File: src/oipd_defines.vh
// Purpose: Constants for the interrupt-disable control of the host controller
// Assumes: One clock, synchronous active-high reset, same-domain control strobes
// Notes: Bit positions follow the disable register layout; bits above 6 absent
//
// Functional notes
// - Writing one to bit 5 stops frame-number-overflow interrupts; zero changes nothing.
// - Writing one to bit 4 stops unrecoverable-error interrupts; zero changes nothing.
// - Writing one to bit 3 stops resume-detect interrupts; zero changes nothing.
// - Writing one to bit 2 stops start-of-frame interrupts; zero changes nothing.
// - Writing one to bit 1 stops done-queue write-back interrupts; zero changes nothing.
// - Writing one to bit 6 stops root-hub status-change interrupts; zero changes nothing.
`ifndef OIPD_DEFINES_VH
`define OIPD_DEFINES_VH

// ====================================================================
// Field layout
`define OIPD_NUM_SRC 7
`define OIPD_MSB 6
`define OIPD_SCHED_OVERRUN_INT_OFF 0
`define OIPD_DONE_QUEUE_WRITEBACK_INT_OFF 1
`define OIPD_FRAME_BEGIN_INT_OFF 2
`define OIPD_RESUME_INT_OFF 3
`define OIPD_FATAL_ERROR_INT_OFF 4
`define OIPD_FRAME_OVERFLOW_INT_OFF 5
`define OIPD_ROOT_HUB_CHANGE_INT_OFF 6

// ====================================================================
// Reset values
`define OIPD_ENABLE_RST 7'h00
`define OIPD_STATUS_RST 7'h00

`endif

File: src/oipd_int_disable.v
// Purpose: Per-source interrupt enable with write-one-to-disable control
// Assumes: Strobes and events come from logic on sys_clk_i
// Notes: Disable wins over a same-cycle enable of the same bit
`timescale 1ns/1ps
`default_nettype none
`include "oipd_defines.vh"

module oipd_int_disable (
  // Clock and reset
  input wire sys_clk_i,
  input wire sys_rst_i,
  // Enable write, one bits set enables
  input wire en_wr_i,
  input wire [`OIPD_MSB:0] en_data_i,
  // Disable write, one bits clear enables
  input wire dis_wr_i,
  input wire [`OIPD_MSB:0] dis_data_i,
  // Status write, one bits clear flags
  input wire sts_wr_i,
  input wire [`OIPD_MSB:0] sts_data_i,
  // Event pulses from the controller
  input wire [`OIPD_MSB:0] evt_i,
  // State and interrupt
  output reg [`OIPD_MSB:0] int_enable_o,
  output reg [`OIPD_MSB:0] int_status_o,
  output reg [`OIPD_MSB:0] int_pending_o,
  output reg [`OIPD_MSB:0] evt_masked_o,
  output reg [`OIPD_MSB:0] disable_hit_o,
  output reg irq_o
);

  // ====================================================================
  // Helpers
  // Per-bit write-one effect: only ones act, zeros leave the bit alone
  function upd_bit;
    input cur;
    input set_wr;
    input set_bit;
    input off_wr;
    input off_bit;
    begin
      if (off_wr && off_bit) begin
        upd_bit = 1'b0;
      end else if (set_wr && set_bit) begin
        upd_bit = 1'b1;
      end else begin
        upd_bit = cur;
      end
    end
  endfunction

  // ====================================================================
  // Declarations
  reg [`OIPD_MSB:0] enable;
  reg [`OIPD_MSB:0] next_enable;
  wire [`OIPD_MSB:0] status;
  wire [`OIPD_MSB:0] pending;

  // ====================================================================
  // Enable register update
  always @* begin
    next_enable = enable;
    next_enable[`OIPD_FRAME_OVERFLOW_INT_OFF] = upd_bit(enable[`OIPD_FRAME_OVERFLOW_INT_OFF],
      en_wr_i, en_data_i[`OIPD_FRAME_OVERFLOW_INT_OFF],
      dis_wr_i, dis_data_i[`OIPD_FRAME_OVERFLOW_INT_OFF]);
    next_enable[`OIPD_FATAL_ERROR_INT_OFF] = upd_bit(enable[`OIPD_FATAL_ERROR_INT_OFF],
      en_wr_i, en_data_i[`OIPD_FATAL_ERROR_INT_OFF],
      dis_wr_i, dis_data_i[`OIPD_FATAL_ERROR_INT_OFF]);
    next_enable[`OIPD_RESUME_INT_OFF] = upd_bit(enable[`OIPD_RESUME_INT_OFF],
      en_wr_i, en_data_i[`OIPD_RESUME_INT_OFF],
      dis_wr_i, dis_data_i[`OIPD_RESUME_INT_OFF]);
    next_enable[`OIPD_FRAME_BEGIN_INT_OFF] = upd_bit(enable[`OIPD_FRAME_BEGIN_INT_OFF],
      en_wr_i, en_data_i[`OIPD_FRAME_BEGIN_INT_OFF],
      dis_wr_i, dis_data_i[`OIPD_FRAME_BEGIN_INT_OFF]);
    next_enable[`OIPD_DONE_QUEUE_WRITEBACK_INT_OFF] = upd_bit(enable[`OIPD_DONE_QUEUE_WRITEBACK_INT_OFF],
      en_wr_i, en_data_i[`OIPD_DONE_QUEUE_WRITEBACK_INT_OFF],
      dis_wr_i, dis_data_i[`OIPD_DONE_QUEUE_WRITEBACK_INT_OFF]);
    next_enable[`OIPD_ROOT_HUB_CHANGE_INT_OFF] = upd_bit(enable[`OIPD_ROOT_HUB_CHANGE_INT_OFF],
      en_wr_i, en_data_i[`OIPD_ROOT_HUB_CHANGE_INT_OFF],
      dis_wr_i, dis_data_i[`OIPD_ROOT_HUB_CHANGE_INT_OFF]);
    next_enable[`OIPD_SCHED_OVERRUN_INT_OFF] = upd_bit(enable[`OIPD_SCHED_OVERRUN_INT_OFF],
      en_wr_i, en_data_i[`OIPD_SCHED_OVERRUN_INT_OFF],
      dis_wr_i, dis_data_i[`OIPD_SCHED_OVERRUN_INT_OFF]);
  end

  always @(posedge sys_clk_i) begin
    if (sys_rst_i) begin
      enable <= `OIPD_ENABLE_RST;
    end else begin
      enable <= next_enable;
    end
  end

  // ====================================================================
  // Event flags
  // Flags keep recording while disabled, so re-enabling shows old events
  oipd_sticky_bank u_flags (
    .sys_clk_i(sys_clk_i),
    .sys_rst_i(sys_rst_i),
    .set_i(evt_i),
    .clr_wr_i(sts_wr_i),
    .clr_data_i(sts_data_i),
    .flag_o(status)
  );

  // ====================================================================
  // Gating
  // Disabled sources never reach the interrupt line
  assign pending = status & enable;

  // ====================================================================
  // Registered outputs
  // One cycle of latency is traded for flop-driven outputs
  always @(posedge sys_clk_i) begin
    if (sys_rst_i) begin
      int_enable_o <= `OIPD_ENABLE_RST;
      int_status_o <= `OIPD_STATUS_RST;
      int_pending_o <= `OIPD_STATUS_RST;
      evt_masked_o <= `OIPD_STATUS_RST;
      disable_hit_o <= `OIPD_STATUS_RST;
      irq_o <= 1'b0;
    end else begin
      int_enable_o <= enable;
      int_status_o <= status;
      int_pending_o <= pending;
      evt_masked_o <= evt_i & enable;
      disable_hit_o <= enable & ~next_enable;
      irq_o <= |pending;
    end
  end

endmodule // oipd_int_disable
`default_nettype wire

File: src/oipd_sticky_bank.v
// Purpose: Sticky event flags with write-one-to-clear
// Assumes: Event and clear inputs are on the same clock
// Notes: A set in the cycle of its clear wins
`timescale 1ns/1ps
`default_nettype none
`include "oipd_defines.vh"

module oipd_sticky_bank (
  // Clock and reset
  input wire sys_clk_i,
  input wire sys_rst_i,
  // Events and clears
  input wire [`OIPD_MSB:0] set_i,
  input wire clr_wr_i,
  input wire [`OIPD_MSB:0] clr_data_i,
  // Flags
  output reg [`OIPD_MSB:0] flag_o
);

  // ====================================================================
  // Flags
  always @(posedge sys_clk_i) begin
    if (sys_rst_i) begin
      flag_o <= `OIPD_STATUS_RST;
    end else if (clr_wr_i) begin
      // Set beats clear so an event in the clear cycle is not lost
      flag_o <= (flag_o & ~clr_data_i) | set_i;
    end else begin
      flag_o <= flag_o | set_i;
    end
  end

endmodule // oipd_sticky_bank
`default_nettype wire

File: config.mk
export PLATFORM = sky130hd
export DESIGN_NAME = oipd_int_disable
export DESIGN_NICKNAME = d
export VERILOG_FILES = /design/src/oipd_int_disable.v /design/src/oipd_sticky_bank.v
export VERILOG_INCLUDE_DIRS = /design/src
export SDC_FILE = /design/constraint.sdc
export NUM_CORES = 1
export LEC_CHECK = 0
export BUFFER_PORTS_ARGS = -buffer_cell sky130_fd_sc_hd__buf_2
export CAP_MARGIN = 15
export CELL_PAD_IN_SITES_DETAIL_PLACEMENT = 1
export CELL_PAD_IN_SITES_GLOBAL_PLACEMENT = 2
export CORE_AREA = 2 2 79 81
export CTS_BUF_LIST = sky130_fd_sc_hd__clkbuf_4 sky130_fd_sc_hd__clkbuf_8 sky130_fd_sc_hd__clkbuf_16
export CTS_CLUSTER_SIZE = 20
export DETAILED_ROUTE_END_ITERATION = 10
export DIE_AREA = 0 0 81 83
export GPL_TIMING_DRIVEN = 0
export PLACE_DENSITY_LB_ADDON = 0.1
export SLEW_MARGIN = 25
export SYNTH_ARGS = -nofsm -noshare
export SYNTH_HDL_FRONTEND = slang
export SYNTH_SLANG_ARGS = --single-unit
File: constraint.sdc
create_clock -name sys_clk_i -period 1 [get_ports sys_clk_i]
set_input_delay 0 -clock sys_clk_i [delete_from_list [all_inputs] [get_ports sys_clk_i]]
set_output_delay 0 -clock sys_clk_i [all_outputs]
set_load 0.01 [all_outputs]
[After elaboration in Yosys (flattened, before gate mapping)]
Index checks and enable logic that the tools add are counted.
W data, S select, Z words.
Cells by class
  add/sub/neg operators: 0
  multipliers: 0
  divide/modulo/power cells: 0
  order comparisons: 0
  eq/ne operators: 0
  shifts and indexed selects: 0
  multiplexer cells: 15
  bitwise operators: 8
  reduce and logical (&&, ||, !) cells: 15
Operators with widths (count)
  $and A7 B7 Y7: 4
  $logic_and A1 B1 Y1: 14
  $mux W1: 14
  $not A7 Y7: 2
  $or A7 B7 Y7: 2
  $mux W7: 1
  $reduce_or A7 Y1: 1
Storage, ports and cells
  register bits: 50
  bits in latches: 0
  bits in writable memories: 0
  memory bits (read-only): 0
  input port bits: 33
  memories kept: 0

[Depth between registers and ports, before layout]
  depth after elaboration: 5
  mapped depth: 3
  gate-level depth less buffers: 2

[Cells and area by module]
From an unflattened synthesis, not the netlist that was laid out.
Unflattened totals
  cell total of the unflattened synthesis: 127
  area total of the unflattened synthesis: 1564.0 sq um
Modules (own cells, without submodules)
  oipd_int_disable: times used 1, cells each 99, area an instance 1297.5 sq um
  oipd_sticky_bank: times used 1, cells each 28, area an instance 266.5 sq um

[Worst setup path after synthesis]
Ideal clock, no wire load.
  path kind: register -> register
  start: reg u_flags.flag_o[6]
  end: reg irq_o
  library setup time: 0.131 ns
  arrival time: 0.712 ns
  setup slack: 0.157 ns
  cell stages (with the launch flop): 3
  clock period less this slack: 0.843 ns
  path through: dfxtp_1 -> a222oi_1 -> a31oi_1
On the way
  longest elaborated chain between the ends: 2
RTL lines
  start, declared: line oipd_sticky_bank.v:17  | output reg [`OIPD_MSB:0] flag_o
  start signal, assigned: line oipd_sticky_bank.v:24  | flag_o <= `OIPD_STATUS_RST;
  start signal, assigned: line oipd_sticky_bank.v:27  | flag_o <= (flag_o & ~clr_data_i) | set_i;
  start signal, assigned: line oipd_sticky_bank.v:29  | flag_o <= flag_o | set_i;
  $and A7 B7 Y7: line oipd_int_disable.v:109  | assign pending = status & enable;
  $reduce_or A7 Y1: line oipd_int_disable.v:128  | irq_o <= |pending;
  end signal, assigned: line oipd_int_disable.v:128
  end, declared: line oipd_int_disable.v:29  | output reg irq_o
Every way passes these cells.
A chain may end at the register's enable or synchronous reset.

[Final worst setup path]
  start: reg enable[6]
  end: reg disable_hit_o[6]
On the way
  longest elaborated chain between the ends: 4
RTL lines
  start, declared: line oipd_int_disable.v:54  | reg [`OIPD_MSB:0] enable;
  start signal, assigned: line oipd_int_disable.v:88  | enable <= `OIPD_ENABLE_RST;
  start signal, assigned: line oipd_int_disable.v:90  | enable <= next_enable;
  $mux W1: line oipd_int_disable.v:44  | end else if (set_wr && set_bit) begin
  $mux W1: line oipd_int_disable.v:42  | if (off_wr && off_bit) begin
  $not A7 Y7: line oipd_int_disable.v:127  | disable_hit_o <= enable & ~next_enable;
  $and A7 B7 Y7 (*): line oipd_int_disable.v:127
  end signal, assigned: line oipd_int_disable.v:120  | disable_hit_o <= `OIPD_STATUS_RST;
  end signal, assigned: line oipd_int_disable.v:127
  end, declared: line oipd_int_disable.v:28  | output reg [`OIPD_MSB:0] disable_hit_o,
Mark *: on every way between the ends. The rest lies on a longest branch, timed or not.

==> impl_metrics.ini <==
[route]
drc = 0
first_pass_iters = 5
ant_nets = 0
wire_per_inst_um = 13.6
vias = 1215
wirelength_mm = 3.93
initialDrtViolationCount = 28
viasPerCell = 4.22

[worst_setup_path]
crit_type = flip-flop to flip-flop
critPathArrivalTime_ns = 1.09
slowest_stage = dfxtp_2
cpPeakStageDelay_ns = 0.33
crit_family = simple AND/OR/NAND/NOR gates
required_ns = 1.18
crit_fanout = 4
setup.worst_path.start_class = flip-flop
path_buf_inv = 1
end_kind = flip-flop
path_cells = buf_4 -> and2b_1 -> and3_1

[global_routing]
grt_pass1_wl_mm = 6.18
overflow = 0
grtUsageTotal_pct = 12.2
antenna_found_initial = 0
grt_max_degree = 15
grt_pass1_vias = 1279

[die]
die_x_um = 81
die-area_mm2 = 0.00672
row_count = 28
pin_count = 69
start_util_pct = 28.2
coreArea_mm2 = 0.00582
die_y_um = 83

[clocking]
max-clock-path-buffers = 2
path_clk_slew_ns = 0.09
ctsHtreeMaxLevel = 2
root_buffer = clkbuf_8
clk_latency_ns = 0.29
cts_tree = built
numClockSinks = 50
numCtsBuffers = 5

[synth]
netlist_instances = 121
synth-seq-area-share_pct = 61.0
syn_area_mm2 = 0.00164
ys_seq_elements = 50
yosysWarningCount = 0
syn_nets = 154
synth_cell_types = 17
avgSynthCellArea_um2 = 13.6

[sta]
period_needed_ns = 0.910
post-route-period-util_pct = 91.0
whs_ns = 0.0130
fmaxAchievable_ghz = 1.10
worst_pin_slew_ns = 0.284
final_max_slew_viol_count = 0
slew_headroom_pct = 81.1
clock_skew_ns = 0.0127
rsz0062_at_grt = true
hold_violations = 0
setup_viol = 0

[power]
power_density_mw_per_mm2 = 1660
power.static_leakage_nw = 1.09
power.total_mw = 3.92
vdd_drop_max_mv = 0.517

[final_layout]
fin_area_mm2 = 0.00236
nets = 246
layout-drive-gt1-share_pct = 48.4
final_core_util_pct = 40.6
syn_to_final_growth_pct = 43.8
diodes = 0

[placed_design]
dpl-instance-area_mm2 = 0.00207
gp_congestion = 0.690
io_buffer_count = 68
dp_hpwl_mm = 2.97

[run]
drv_cap = 0

[outcome]
status = finished clean

[worst_hold_path]
min_path_type = input port to flip-flop
-- repair_timing --
| action | in CTS | in global routing |
|---|---|---|
| gates resized for setup | 0 | 3 |
| buffers inserted | 0 | 1 |
| hold endpoints to repair | 28 | 0 |
| endpoints found under the setup margin | 0 | 1 |
| hold buffers | 16 | 0 |
-- synthesized netlist by cell type, drive strengths merged --
cell    number  area share [%]
o21ba        7             6.9
and2        14             5.3
buf          4             3.3
a211oi       7             5.3
a22oi        2            0.92
and3         7             2.7
a222oi       1            0.61
a21oi        7             2.1
and2b        1            0.46
nor2b       13             7.7
dfxtp       50              61
a21boi       7             3.2
a31oi        1            0.38
-- per-stage QoR --
stage / setup slack, ns / instances / TNS [ns]
global placement: 0.0568 / 264 / 0
detailed placement: 0.0732 / 264 / 0
finish: 0.0901 / 288 / 0
global route: -0.0211 / 288 / -0.0211
CTS: 0.0540 / 287 / 0
floorplan: 0.157 / 121 / 0
-- path summary, 6_finish.rpt --
check | cells past startpoint | endpoint | startpoint | slack [ns]
max | 3 | disable_hit_o[6] | enable[6] | 0.09
min | 3 | enable[3] | en_data_i[3] | 0.01
max reg2reg | 3 | disable_hit_o[6] | enable[6] | 0.09
min reg2reg | 1 | int_status_o[6] | u_flags.flag_o[6] | 0.49
-- logic make-up after synthesis --
family / synth area share [%]
flops: 61.0
compound gates: 19.5
simple gates: 16.2
buf+inv: 3.28
-- report_power, final --
group          internal (mW)  switching, mW
Sequential              2.07         0.0400
Combinational          0.234          0.169
Clock                  0.800          0.611
-- worst register-to-register path: cells and delay by family, from the launching register on --
family	cells	cell delay, ns
and+or+nand+nor	2	0.34
DFF	1	0.33
buffers and inverters	1	0.13
-- per-layer routing --
metal  vias to the layer above  share of wire (%)  global-route usage [%]
li1                        596                  -                       -
met1                       568                 40                    14.1
met2                        45                 52                    21.0
met3                         6                6.4                    3.59
met4                         0                1.5                    4.62
met5                         -                  0                       0
-- flip-flops by register name (all words and copies together), names as in the netlist --
register / cells
int_pending_o: 7
disable_hit_o: 7
enable: 7
evt_masked_o: 7
u_flags.flag_o: 7
irq_o: 1
int_enable_o: 7
int_status_o: 7
-- layout by cell type, fill, tap and decap left out, types with 7 or more instances in the layout --
cell	instances
dfxtp_1	47
buf_2	68
and2_1	14
a21oi_1	7
and3_1	7
o21ba_4	7
nor2b_1	7
a211oi_2	7
dlygate4sd3_1	16
a21boi_0	7
-- area by class of cell --
class | instances | area, um2
clock buffer | 6 | 82.6
clock inverter | 1 | 30.0
timing repair buffer | 85 | 508
multi-input combinational | 67 | 586
tap | 75 | 93.8
fill | 662 | 3460
sequential | 50 | 1000
buffer | 4 | 53.8
(Power assumes the default switching activity.)
